==> config.mk <==
export PLATFORM = sky130hd
export DESIGN_NAME = uhci_cmd_irq_regs
export DESIGN_NICKNAME = d
export VERILOG_FILES = /design/src/rtl/uhci_pkg.sv /design/src/rtl/uhci_edge_sync.sv /design/src/rtl/uhci_event_flags.sv /design/src/rtl/uhci_cmd_irq_regs.sv
export VERILOG_INCLUDE_DIRS = /design/src /design/src/rtl
export SDC_FILE = /design/constraint.sdc
export NUM_CORES = 1
export LEC_CHECK = 0
export ABC_AREA = 1
export ABC_CLOCK_PERIOD_IN_PS = 4600
export BUFFER_PORTS_ARGS = -buffer_cell sky130_fd_sc_hd__buf_4
export CAP_MARGIN = 30
export CORE_UTILIZATION = 55
export CTS_CLUSTER_DIAMETER = 100
export CTS_CLUSTER_SIZE = 28
export DETAILED_ROUTE_END_ITERATION = 6
export PLACE_DENSITY = 0.85
export SLEW_MARGIN = 25
export SYNTH_ARGS = -nofsm -noshare
export SYNTH_HDL_FRONTEND = slang
export SYNTH_SLANG_ARGS = --single-unit
==> constraint.sdc <==
create_clock -name clk_in -period 4.6 [get_ports clk_in]
set_clock_uncertainty 0.1 [all_clocks]
set_input_delay 0.46 -clock clk_in [delete_from_list [all_inputs] [get_ports clk_in]]
set_output_delay 0.46 -clock clk_in [all_outputs]
set_load 0.1 [all_outputs]
==> src/rtl/uhci_defines.svh <==
// Register offsets, field positions, reset values and timing counts
`ifndef UHCI_DEFINES_SVH
`define UHCI_DEFINES_SVH
`define UHCI_OFS_CMD_STATUS   8'h08
`define UHCI_OFS_INT_STATUS   8'h0c
`define UHCI_OFS_INT_ENABLE   8'h10
`define UHCI_OFS_INT_DISABLE  8'h14
`define UHCI_BIT_HRR          0
`define UHCI_BIT_CTRL_FILL    1
`define UHCI_BIT_BULK_FILL    2
`define UHCI_BIT_OWN_REQ      3
`define UHCI_SOC_LSB          16
`define UHCI_SOC_MSB          17
`define UHCI_EV_SO            0
`define UHCI_EV_DONE_HEAD     1
`define UHCI_EV_FRAME_START   2
`define UHCI_EV_RD            3
`define UHCI_EV_SYS_ERR       4
`define UHCI_EV_FRAME_ROLL    5
`define UHCI_EV_HUB_CHANGE    6
`define UHCI_EV_OWN_CHANGE    30
`define UHCI_BIT_MASTER_EN    31
`define UHCI_EVENT_MASK       32'h4000_007f
`define UHCI_ENABLE_MASK      32'hc000_007f
`define UHCI_CMD_WMASK        32'h0000_000f
`define UHCI_RESET_VALUE      32'h0000_0000
`define UHCI_FS_RESET         2'h0
`define UHCI_FS_RESUME        2'h1
`define UHCI_FS_OPER          2'h2
`define UHCI_FS_SUSPEND       2'h3
`define UHCI_SWRST_NS         80
`define UHCI_CLK_NS           10
`define UHCI_SWRST_CYCLES     ((`UHCI_SWRST_NS + `UHCI_CLK_NS - 1) / `UHCI_CLK_NS)
`endif

==> src/rtl/uhci_pkg.sv <==
// Types shared by the command and interrupt register block
package uhci_pkg;
   typedef logic [31:0] uhci_word_t;
   typedef logic [1:0]  uhci_fs_t;
   typedef enum logic [1:0] {
      UHCI_RST_IDLE,
      UHCI_RST_BUSY,
      UHCI_RST_DONE
   } uhci_rst_e;
endpackage

==> src/rtl/uhci_edge_sync.sv <==
// Two-flop synchroniser with rising edge pulse
module uhci_edge_sync (
   input  wire logic clk_in,
   input  wire logic rst_n_in,
   input  wire logic async_in,
   output logic      level_out,
   output logic      rise_out
);
   logic meta;
   logic sync;
   logic prev;
   always_ff @(posedge clk_in or negedge rst_n_in) begin
      if (!rst_n_in) begin
         meta <= 1'b0;
         sync <= 1'b0;
         prev <= 1'b0;
      end else begin
         meta <= async_in;
         sync <= meta;
         prev <= sync;
      end
   end
   assign level_out = sync;
   assign rise_out  = sync & ~prev;
endmodule

==> src/rtl/uhci_event_flags.sv <==
// Sticky event flag bank: hardware set wins over software one-to-clear
module uhci_event_flags #(
   parameter int WIDTH = 32
) (
   input  wire logic             clk_in,
   input  wire logic             rst_n_in,
   input  wire logic             soft_clear_in,
   input  wire logic [WIDTH-1:0] set_in,
   input  wire logic [WIDTH-1:0] clear_in,
   output logic      [WIDTH-1:0] flags_out
);
   if (WIDTH < 1) begin : g_bad_width
      $error("uhci_event_flags: WIDTH must be positive");
   end
   for (genvar i = 0; i < WIDTH; i++) begin : g_flag
      always_ff @(posedge clk_in or negedge rst_n_in) begin
         if (!rst_n_in) begin
            flags_out[i] <= 1'b0;
         end else if (soft_clear_in) begin
            // Soft reset holds the bank clear even against fresh events
            flags_out[i] <= 1'b0;
         end else if (set_in[i]) begin
            flags_out[i] <= 1'b1;
         end else if (clear_in[i]) begin
            flags_out[i] <= 1'b0;
         end
      end
   end
endmodule

==> src/rtl/uhci_cmd_irq_regs.sv <==
// Command, status and interrupt control registers of the host controller
`include "uhci_defines.svh"
module uhci_cmd_irq_regs #(
   parameter int  SWRST_CYCLES = `UHCI_SWRST_CYCLES,
   parameter bit  HAS_MGMT_PIN = 1'b1
) (
   input  wire logic               clk_in,
   input  wire logic               rst_n_in,
   input  wire logic [7:0]         reg_addr_in,
   input  wire logic               reg_write_in,
   input  wire logic               reg_read_in,
   input  wire uhci_pkg::uhci_word_t reg_wdata_in,
   output uhci_pkg::uhci_word_t    reg_rdata_out,
   input  wire logic               irq_routing_select_in,
   input  wire logic               fs_write_in,
   input  wire uhci_pkg::uhci_fs_t fs_wdata_in,
   output uhci_pkg::uhci_fs_t      functional_state_out,
   input  wire logic               control_head_reached_in,
   input  wire logic               bulk_head_reached_in,
   output logic                    control_list_start_out,
   output logic                    bulk_list_start_out,
   input  wire logic               changeover_done_in,
   input  wire logic               periodic_overrun_in,
   input  wire logic               done_head_write_req_in,
   output logic                    done_head_write_grant_out,
   input  wire logic               frame_start_in,
   output logic                    sof_token_out,
   input  wire logic [15:0]        frame_number_in,
   input  wire logic               resume_signal_in,
   input  wire logic               system_error_in,
   input  wire logic               root_hub_change_in,
   output logic                    processing_halt_out,
   output logic                    soft_reset_out,
   output logic                    host_irq_out,
   output logic                    mgmt_irq_out
);
   import uhci_pkg::*;

   // A zero-length sequence would wrap the compare value and hold the request bit for 65537 cycles
   if (SWRST_CYCLES < 1) begin : g_short_reset
      $error("uhci_cmd_irq_regs: SWRST_CYCLES must be at least 1");
   end
   // The sequence counter is sixteen bits wide
   if (SWRST_CYCLES > 65536) begin : g_long_reset
      $error("uhci_cmd_irq_regs: SWRST_CYCLES must not exceed 65536");
   end

   uhci_rst_e  rst_state;
   logic [15:0] rst_count;
   logic       host_reset_request;
   logic       control_list_filled;
   logic       bulk_list_filled;
   logic       ownership_request;
   logic [1:0] overrun_count;
   uhci_word_t interrupt_enable;
   uhci_word_t interrupt_status;
   uhci_fs_t   functional_state;
   logic       fn_top_prev;
   logic       resume_level;
   logic       resume_rise;
   logic       sys_err_level;
   logic       sys_err_rise;
   logic       soft_reset;
   logic       wr_cmd;
   logic       wr_sts;
   logic       wr_en;
   logic       wr_dis;
   uhci_word_t event_set;
   uhci_word_t event_clear;
   uhci_word_t pending;

   assign wr_cmd = reg_write_in && (reg_addr_in == `UHCI_OFS_CMD_STATUS);
   assign wr_sts = reg_write_in && (reg_addr_in == `UHCI_OFS_INT_STATUS);
   assign wr_en  = reg_write_in && (reg_addr_in == `UHCI_OFS_INT_ENABLE);
   assign wr_dis = reg_write_in && (reg_addr_in == `UHCI_OFS_INT_DISABLE);

   // Pin-level event sources pass two flops first
   uhci_edge_sync u_resume_sync (
      .clk_in    (clk_in),
      .rst_n_in  (rst_n_in),
      .async_in  (resume_signal_in),
      .level_out (resume_level),
      .rise_out  (resume_rise)
   );
   uhci_edge_sync u_syserr_sync (
      .clk_in    (clk_in),
      .rst_n_in  (rst_n_in),
      .async_in  (system_error_in),
      .level_out (sys_err_level),
      .rise_out  (sys_err_rise)
   );

   // Software reset sequencer; the request bit drops when done
   assign soft_reset = (rst_state == UHCI_RST_BUSY);
   always_ff @(posedge clk_in or negedge rst_n_in) begin
      if (!rst_n_in) begin
         rst_state <= UHCI_RST_IDLE;
         rst_count <= 16'h0000;
      end else begin
         case (rst_state)
            UHCI_RST_IDLE: begin
               if (wr_cmd && reg_wdata_in[`UHCI_BIT_HRR]) begin
                  rst_state <= UHCI_RST_BUSY;
                  rst_count <= 16'h0000;
               end
            end
            UHCI_RST_BUSY: begin
               if (rst_count == 16'(SWRST_CYCLES - 1)) begin
                  rst_state <= UHCI_RST_DONE;
               end else begin
                  rst_count <= rst_count + 16'h0001;
               end
            end
            UHCI_RST_DONE: rst_state <= UHCI_RST_IDLE;
            default: rst_state <= UHCI_RST_IDLE;
         endcase
      end
   end
   assign host_reset_request = (rst_state != UHCI_RST_IDLE);

   // Functional state: hard reset to reset, soft reset to suspend
   always_ff @(posedge clk_in or negedge rst_n_in) begin
      if (!rst_n_in) begin
         functional_state <= `UHCI_FS_RESET;
      end else if (soft_reset) begin
         functional_state <= `UHCI_FS_SUSPEND;
      end else if (fs_write_in) begin
         functional_state <= fs_wdata_in;
      end else if (resume_rise && functional_state == `UHCI_FS_SUSPEND) begin
         functional_state <= `UHCI_FS_RESUME;
      end
   end

   // List filled flags: software sets, controller consumes at list head
   assign control_list_start_out = control_head_reached_in && control_list_filled
                                   && !processing_halt_out;
   assign bulk_list_start_out    = bulk_head_reached_in && bulk_list_filled
                                   && !processing_halt_out;
   always_ff @(posedge clk_in or negedge rst_n_in) begin
      if (!rst_n_in) begin
         control_list_filled <= 1'b0;
         bulk_list_filled    <= 1'b0;
      end else if (soft_reset) begin
         control_list_filled <= 1'b0;
         bulk_list_filled    <= 1'b0;
      end else begin
         // A fresh set in the consume cycle survives, so no descriptor is missed
         if (wr_cmd && reg_wdata_in[`UHCI_BIT_CTRL_FILL]) begin
            control_list_filled <= 1'b1;
         end else if (control_list_start_out) begin
            control_list_filled <= 1'b0;
         end
         if (wr_cmd && reg_wdata_in[`UHCI_BIT_BULK_FILL]) begin
            bulk_list_filled <= 1'b1;
         end else if (bulk_list_start_out) begin
            bulk_list_filled <= 1'b0;
         end
      end
   end

   // Ownership request held until changeover finishes
   always_ff @(posedge clk_in or negedge rst_n_in) begin
      if (!rst_n_in) begin
         ownership_request <= 1'b0;
      end else if (soft_reset) begin
         ownership_request <= 1'b0;
      end else if (wr_cmd && reg_wdata_in[`UHCI_BIT_OWN_REQ]) begin
         ownership_request <= 1'b1;
      end else if (changeover_done_in) begin
         ownership_request <= 1'b0;
      end
   end

   // Overrun count ignores the state of its flag
   always_ff @(posedge clk_in or negedge rst_n_in) begin
      if (!rst_n_in) begin
         overrun_count <= 2'h0;
      end else if (soft_reset) begin
         overrun_count <= 2'h0;
      end else if (periodic_overrun_in) begin
         overrun_count <= overrun_count + 2'h1;
      end
   end

   always_ff @(posedge clk_in or negedge rst_n_in) begin
      if (!rst_n_in) begin
         fn_top_prev <= 1'b0;
      end else begin
         fn_top_prev <= frame_number_in[15];
      end
   end

   // Event sources into the sticky flag bank
   always_comb begin
      event_set = `UHCI_RESET_VALUE;
      event_set[`UHCI_EV_SO]   = periodic_overrun_in;
      event_set[`UHCI_EV_DONE_HEAD]   = done_head_write_grant_out;
      event_set[`UHCI_EV_FRAME_START] = frame_start_in && !processing_halt_out;
      event_set[`UHCI_EV_RD]          = resume_rise;
      event_set[`UHCI_EV_SYS_ERR]     = sys_err_rise;
      event_set[`UHCI_EV_FRAME_ROLL]  = frame_number_in[15] ^ fn_top_prev;
      event_set[`UHCI_EV_HUB_CHANGE]  = root_hub_change_in;
      event_set[`UHCI_EV_OWN_CHANGE]  = HAS_MGMT_PIN && wr_cmd
                                        && reg_wdata_in[`UHCI_BIT_OWN_REQ];
      event_set = event_set & `UHCI_EVENT_MASK;
   end
   assign event_clear = wr_sts ? (reg_wdata_in & `UHCI_EVENT_MASK) : `UHCI_RESET_VALUE;

   uhci_event_flags #(
      .WIDTH (32)
   ) u_flags (
      .clk_in        (clk_in),
      .rst_n_in      (rst_n_in),
      .soft_clear_in (soft_reset),
      .set_in        (event_set),
      .clear_in      (event_clear),
      .flags_out     (interrupt_status)
   );

   // Write-back blocked while the previous head is unread
   assign done_head_write_grant_out = done_head_write_req_in
                                      && !interrupt_status[`UHCI_EV_DONE_HEAD]
                                      && !processing_halt_out;
   assign sof_token_out = event_set[`UHCI_EV_FRAME_START];
   // Error halt holds while the error input is high and until software or soft reset clears the flag
   assign processing_halt_out = interrupt_status[`UHCI_EV_SYS_ERR] || sys_err_level;
   assign soft_reset_out = soft_reset;

   // Enable register: set via enable, cleared via disable
   always_ff @(posedge clk_in or negedge rst_n_in) begin
      if (!rst_n_in) begin
         interrupt_enable <= `UHCI_RESET_VALUE;
      end else if (soft_reset) begin
         interrupt_enable <= `UHCI_RESET_VALUE;
      end else if (wr_en) begin
         interrupt_enable <= interrupt_enable
                             | (reg_wdata_in & `UHCI_ENABLE_MASK);
      end else if (wr_dis) begin
         interrupt_enable <= interrupt_enable
                             & ~(reg_wdata_in & `UHCI_ENABLE_MASK);
      end
   end

   // Interrupt gating and routing
   assign pending = interrupt_status & interrupt_enable & `UHCI_EVENT_MASK;
   always_comb begin
      host_irq_out = 1'b0;
      mgmt_irq_out = 1'b0;
      if (interrupt_enable[`UHCI_BIT_MASTER_EN]) begin
         if (irq_routing_select_in) begin
            mgmt_irq_out = |pending;
         end else begin
            host_irq_out = |(pending & ~(32'h1 << `UHCI_EV_OWN_CHANGE));
            mgmt_irq_out = pending[`UHCI_EV_OWN_CHANGE];
         end
      end
   end

   // Registered read data; unmapped addresses read zero
   always_ff @(posedge clk_in or negedge rst_n_in) begin
      if (!rst_n_in) begin
         reg_rdata_out <= `UHCI_RESET_VALUE;
      end else if (reg_read_in) begin
         case (reg_addr_in)
            `UHCI_OFS_CMD_STATUS: begin
               reg_rdata_out <= {14'h0000, overrun_count, 12'h000, ownership_request,
                                 bulk_list_filled, control_list_filled,
                                 host_reset_request};
            end
            `UHCI_OFS_INT_STATUS:  reg_rdata_out <= interrupt_status;
            `UHCI_OFS_INT_ENABLE:  reg_rdata_out <= interrupt_enable;
            `UHCI_OFS_INT_DISABLE: reg_rdata_out <= interrupt_enable;
            default:               reg_rdata_out <= `UHCI_RESET_VALUE;
         endcase
      end
   end

   assign functional_state_out = functional_state;
endmodule

==> results of run 1 <==
## power by group
| part | leakage, nW | total, mW | switching, mW | internal (mW) |
|---|---|---|---|---|
| Sequential | 0.779 | 0.560 | 0.00916 | 0.551 |
| Clock | 0.110 | 0.541 | 0.233 | 0.308 |
| Combinational | 1.37 | 0.111 | 0.0736 | 0.0373 |
## through the flow
stage | utilization [%] | instances | power (mW) | instance area [µm²] | hold slack (ns)
floorplan | - | 484 | 0.6265 | 3631 | 0.06441
global placement | 63.86 | 605 | 0.6763 | 4055 | 0.2333
detailed placement | 63.86 | 605 | 0.6804 | 4055 | 0.2419
CTS | 67.37 | 621 | 1.217 | 4278 | 0.1077
global route | 67.37 | 621 | 1.254 | 4278 | 0.1054
finish | 67.37 | 621 | 1.212 | 4278 | 0.09240
## layer usage
layer	GRT usage, %	wire length (µm)	part of all wire (%)	vias up
li1	-	-	-	1638
met1	32.64	3566	42	1568
met2	41.58	4126	49	146
met3	3.479	519	6.2	23
met4	12.38	209	2.5	0
met5	0	0	0	-
## kinds of logic after synthesis
family	count (synthesis)
buffers and inverters	75
xor gates and xnor gates	1
adders and majority gates	1
and+or+nand+nor	320
DFF	61
AOI/OAI and AO/OA	26
## synth_stat cells, drive strengths merged
cell / count
or2: 5
o21bai: 4
nand4: 6
o211ai: 1
o21ai: 5
inv: 42
a21oi: 14
dfrtp: 61
nand3b: 1
clkinv: 1
o31ai: 2
nand2: 171
nor2: 49
xnor2: 1
ha: 1
nand3: 88
buf: 30
clkbuf: 2
## worst min-delay path by stage
stage	startpoint	to	slack, ns	cells after the start
finish	rst_n_in	reg_rdata_out[17]	0.09	1
CTS	system_error_in	u_syserr_sync.meta	0.11	1
global route	system_error_in	u_syserr_sync.meta	0.11	1
global placement	u_syserr_sync.meta	u_syserr_sync.level_out	0.23	0
detailed placement	u_syserr_sync.meta	u_syserr_sync.level_out	0.24	0
floorplan	rst_n_in	bulk_list_filled	0.06	0
## worst register-to-register path, delay by kind of cell, from the launching register on
kind,cells,cell delay (ns)
and+or+nand+nor,5,0.74
buffers and inverters,2,0.66
DFF,1,0.38
## flip-flops by register name, summed over array words and instances (netlist names), 2 cells and up
register	cells
rst_count	16
u_flags.flags_out	8
interrupt_enable	9
rst_state	2
functional_state_out	2
reg_rdata_out	12
overrun_count	2
## area by class of cell
| cell class | instances | area [µm²] |
|---|---|---|
| Fill cell | 532 | 2072 |
| Multi-Input combinational cell | 348 | 1700 |
| Sequential cell | 61 | 1526 |
| Timing Repair Buffer | 76 | 570.5 |
| Inverter | 43 | 161.4 |
| Clock buffer | 9 | 123.9 |
| Clock inverter | 7 | 98.84 |
| Tap cell | 77 | 96.34 |
==> metrics.yaml, run 1 <==
worst_pin_slew_ns: 0.7765
cts.repair.resized: 0
drt_pass1_iterations: 5
cts_buffers: 9
crit_family: "buffers and inverters"
fmax_mhz: 377.3
hp-class: "primary input to asynchronous set/reset pin"
cts_hold_buf: 0
cts_buffer_depth: 2
post-cts-setup-buffers: 0
slew_viol_final: 0
vias: 3375
cts_root_buffer: "clkbuf_8"
grt_max_degree: 62
yosys_warnings: 0
final_common_cell: "nand2_1"
power_leakage_nw: 2.263
ys_seq_area_share_pct: 42.04
area_growth_pct: 17.82
synthAdderAreaFrac_pct: 0.3446
cap_violations: 0
crit_required_ns: 4.04
antenna_cells: 0
fp.coreArea_um2: 6350
die_area_um2: 6931
netlist.top_cell.by_area: "dfrtp_1"
status: "finished clean"
period_share_pct: 57.62
drc_errors: 0
layout_setup_ws_ns: 1.949
nets: 613
vdd_drop_max_mv: 0.2293
synth_nets: 558
first_global_vias: 3160
crit_fanout: 29
start_util_pct: 57.18
period_needed_ns: 2.651
worstPathArrival_ns: 2.09
reg2reg_depth: 7
die_x_um: 83.25
die_y_um: 83.25
path_cells: "inv_1 -> nand2_2 -> inv_2 -> buf_4"
synthMuxAreaShare_pct: 0
drt-initial-drc-count: 331
dp_worst_setup_slack_ns: 2.343
synth_top_family_by_area: "simple AND/OR/NAND/NOR gates"
gp_congestion: 0.8650
clk_pin_slew_ns: 0.07
grt_pass1_wl_mm: 14.12
regToRegStartpoint: "rst_state[1]"
startpoint: "rst_state[1]"
antenna_found_initial: 0
postSynthCellCount: 484
dp_hpwl_mm: 5.823
powerDensity_nw_per_um2: 283.2
synth.cell_area_um2: 3631
port-buffer-count: 76
tritoncts: "yes"
regToRegSetupSlack_ns: 2.66
synthTopCellsByArea: "dfrtp_1 (42%), nand2_1 (16%), nand3_1 (10%), buf_4 (4.3%), inv_1 (4.1%)"
num_rows: 29
cpPeakStageDelay_ns: 0.60
rsz0062_at_grt: "false"
r2r_end: "rst_count[3]"
ant_nets: 0
routedWlPerCell_um: 13.56
synth_top_area_share_pct: 42.04
hold_viol_final: 0
routed_wl_mm: 8.420
setup.worst_path.class: "register to output pin"
synth-simple-area-share_pct: 42.18
setup_violations: 0
cp-start-kind: "register"
clkLatencyLatePin_ns: 0.35
critPathSlowestCell: "inv_2"
crit_end: "soft_reset_out"
ys_types: 32
synth_xor_area_share_pct: 0.2412
synth.avg_cell_area_um2: 7.502
viasPerCell: 5.435
htreeDepth: 3
synth_compound_area_share_pct: 4.066
timing.slew.headroom_pct: 48.24
setup_tns_ns: 0
critPathCaptureType: "output pin"
drive_gt1_share_pct: 24.82
layout_common_cells: "nand2_1 (157), buf_4 (76), nand3_1 (75), dfrtp_1 (61), inv_1 (40)"
clock_sinks: 61
grt-ovfl-total: 0
boundaryPins: 115
track_usage_pct: 25.20
path_depth: 4
ys_ff_latch: 61
critPathBufInv: 3
Note: power is estimated with default switching activity, not from simulation.
==> run 2, diff against run 1 <==
--- a/config.mk
+++ b/config.mk
@@ -6,15 +6,15 @@
 export SDC_FILE = /design/constraint.sdc
 export NUM_CORES = 1
 export LEC_CHECK = 0
-export ABC_AREA = 1
-export ABC_CLOCK_PERIOD_IN_PS = 4600
+export ABC_AREA = 0
+export ABC_CLOCK_PERIOD_IN_PS = 2800
 export BUFFER_PORTS_ARGS = -buffer_cell sky130_fd_sc_hd__buf_4
 export CAP_MARGIN = 30
-export CORE_UTILIZATION = 55
+export CORE_UTILIZATION = 49
 export CTS_CLUSTER_DIAMETER = 100
 export CTS_CLUSTER_SIZE = 28
 export DETAILED_ROUTE_END_ITERATION = 6
-export PLACE_DENSITY = 0.85
+export PLACE_DENSITY = 0.8
 export SLEW_MARGIN = 25
 export SYNTH_ARGS = -nofsm -noshare
 export SYNTH_HDL_FRONTEND = slang
==> constraint.sdc (replaced) <==
create_clock -name clk_in -period 2.8 [get_ports clk_in]
set_clock_uncertainty 0.1 [all_clocks]
set_input_delay 0.28 -clock clk_in [delete_from_list [all_inputs] [get_ports clk_in]]
set_output_delay 0.28 -clock clk_in [all_outputs]
set_load 0.1 [all_outputs]
==> run 2 against run 1 <==
  * Global-route usage fell by 3.3 points
  * Synthesized area fell by 17%
  * Combinational power rose to 5.2 times the previous value
  * Register-to-register slack got worse by 2.1 ns
  * Non-clock buffer count rose by 7
  * Final cell count fell by 28%
  * Core utilization fell by 3.6 points
  * Critical path depth did not move
  * Routed wire length fell by 21%
  * Sequential share of layout area rose by 4.5 points
  * Critical endpoint unchanged
==> metrics.yaml, run 2 <==
status: "finished clean"
clk_pin_slew_ns: 0.07  # about the same
ys_types: 49  # +53%
p_switching_uw: 869.8  # +180%
power.share.sequential_pct: 45.6  # -0.6 points
period_needed_ns: 2.346
hold_viol_final: 0  # unchanged
synthTopCellsByArea: "dfrtp_1 (50%), buf_4 (5.0%), mux2i_1 (4.6%), nand2_1 (4.2%), and3_1 (2.5%)"
antenna_found_initial: 0  # unchanged
synthMuxAreaShare_pct: 4.994  # +5.0 points
cell_internal_pwr_mw: 1.794  # +100%
clkLatencyLatePin_ns: 0.35  # about the same
area_growth_pct: 25.34
synthAdderAreaFrac_pct: 0.4127  # +0.068 points
vias: 2488  # -26%
rsz0062_at_grt: "false"
synth_xor_area_share_pct: 2.311  # +2.1 points
hp-class: "primary input to register"
crit_fanout: 18  # -38%
comb_power_share_pct: 21.7  # +13 points
top_register: "rst_count"
power_leakage_nw: 1.849  # -18%
cts_root_buffer: "clkbuf_8"
ant_nets: 0  # unchanged
cts_buffer_depth: 2  # unchanged
netlist.top_cell.by_area: "dfrtp_1"
fmax_mhz: 426.3
dp_hpwl_mm: 4.677  # -20%
drive_gt1_share_pct: 28.34  # +3.5 points
largest_reg_flops: 16  # unchanged
drt-initial-drc-count: 239  # -28%
postSynthCellCount: 306  # -37%
setup_tns_ns: 0  # unchanged
port-buffer-count: 76  # unchanged
async_reset_ff_share_pct: 100.0  # unchanged
pwr-share-clk_pct: 32.7  # -12 points
clock_sinks: 61  # unchanged
vdd_drop_max_mv: 0.4131  # +80%
power_mw: 2.663  # +120%
timing.slew.headroom_pct: 49.40  # +1.2 points
die_x_um: 80.66  # -3.1%
cts_buffers: 9  # unchanged
htreeDepth: 3  # unchanged
final_cells: 449  # -28%
nets: 443  # -28%
fp.coreArea_um2: 5956  # -6.2%
hold_slack_ns: 0.01865  # -0.07376 ns
drc_errors: 0  # unchanged
synth_top_area_share_pct: 50.35  # +8.3 points
viasPerCell: 5.541  # +2.0%
worstPathArrival_ns: 1.97  # -0.12 ns
synth.avg_cell_area_um2: 9.907  # +32%
synth.most_common_cell: "dfrtp_1"
start_util_pct: 50.90  # -6.3 points
track_usage_pct: 21.94  # -3.3 points
layout_common_cells: "buf_4 (79), dfrtp_1 (61), nand2_1 (34), nor2_1 (19), inv_1 (16)"
worst_pin_slew_ns: 0.7590  # -0.01750 ns
boundaryPins: 115  # unchanged
cap_violations: 0  # unchanged
tritoncts: "yes"
critPathCaptureType: "output pin"
synth-simple-area-share_pct: 19.36  # -23 points
ys_ff_latch: 61  # unchanged
grt_max_degree: 62  # unchanged
yosys_warnings: 0  # unchanged
setup_violations: 0  # unchanged
num_rows: 28  # -3.4%
setup.worst_path.class: "register to output pin"
grt_pass1_wl_mm: 10.72  # -24%
synth_compound_area_share_pct: 13.99  # +9.9 points
synth_top_family_by_area: "simple AND/OR/NAND/NOR gates"
die_area_um2: 6505  # -6.1%
cts.repair.resized: 0  # unchanged
slew_viol_final: 0  # unchanged
ys.flop_type: "dfrtp_1"
cp-start-kind: "register"
top_regs: "rst_count x16, reg_rdata_out x12, interrupt_enable x9"
powerDensity_nw_per_um2: 700.9  # +150%
dpl.cell_count: 429  # -29%
routedWlPerCell_um: 14.84  # +9.5%
final_common_cell: "buf_4"
synth_nets: 380  # -32%
synth_enable_flop_cells: 0  # unchanged
startpoint: "rst_state[1]"
synthTopCellsByCount: "dfrtp_1 (61), nand2_1 (34), buf_4 (20), nor2_1 (19), inv_1 (16)"
first_global_vias: 2270  # -28%
routed_wl_mm: 6.664  # -21%
holdCritStartpoint: "reg_wdata_in[6]"
gp_congestion: 0.8280  # -4.3%
synth.cell_area_um2: 3032  # -17%
final_core_util_pct: 63.80  # -3.6 points
drt_pass1_iterations: 4  # -1
switching_share_pct: 32.66  # +6.6 points
period_share_pct: 83.78
crit_required_ns: 2.42  # -1.62 ns
regToRegStartpoint: "rst_count[13]"
grt-ovfl-total: 0  # unchanged
antenna_cells: 0  # unchanged
die_y_um: 80.66  # -3.1%
ys_seq_area_share_pct: 50.35  # +8.3 points
## run 2: cell count changes after synthesis, sizes merged, moves of 12 or more
cell,previous run,this run
nand3,88,14
nor2,49,21
nand2,171,34
and3,0,12
mux2i,0,14
inv,42,17
## run 2: layer usage
metal  GRT usage (%)  up-vias  wire (µm)
li1                -     1184          -
met1           29.88     1192       3063
met2           34.24      102       3080
met3           4.091       10        434
met4           8.929        0         85
met5               0        -          0
## run 2: logic make-up after synthesis
family | after synthesis
fa+ha+maj | 1
buf+inv | 49
compound gates | 62
xor+xnor | 8
simple gates | 110
mux | 15
flops | 61
## run 2: final cells by class
type / count / area, µm²
multi-input combinational: 196 / 1256
sequential: 61 / 1526
clock inverter: 7 / 98.84
tap: 75 / 93.84
fill: 483 / 2156
clock buffer: 9 / 123.9
inverter: 18 / 67.56
timing repair buffer: 83 / 633.1
## run 2: worst paths after layout
check                                     endpoint  slack, ns  depth (start not counted)
setup / recovery                    soft_reset_out       0.45                          4
hold / removal                u_flags.flags_out[6]       0.02                          2
setup reg to reg                     rst_count[14]       0.53                          5
hold reg to reg            u_syserr_sync.level_out       0.26                          0
max in group asynchronous     u_flags.flags_out[0]       1.65                          2
min in group asynchronous            rst_count[11]       0.47                          2
## run 2: critical path, stage by stage, from the launching register on
cell	delay [ns]
dfrtp_1	0.36
nand2b_1	0.13
buf_4	0.23
clkinv_1	0.47
buf_4	0.42
## run 2: repair_timing
item | 4_1_cts | 5_1_grt
buffers inserted | 0 | 0
endpoints found under the hold margin | 64 | 0
hold buffers | 4 | 0
## run 2: power groups by stage
stage | sequential [mW] | combinational, mW | clock, mW
floorplan | 1.21 | 0.404 | 0
global placement | 1.22 | 0.557 | 0
detailed placement | 1.23 | 0.576 | 0
CTS | 1.21 | 0.582 | 0.885
global route | 1.24 | 0.631 | 0.924
finish | 1.22 | 0.577 | 0.870
## run 2: metrics by stage
stage               setup WS, ns  area [µm²]
detailed placement        0.5445        3537
global placement          0.5761        3537
floorplan                 0.3465        3043
CTS                       0.4103        3800
finish                    0.4541        3800
global route              0.2988        3800
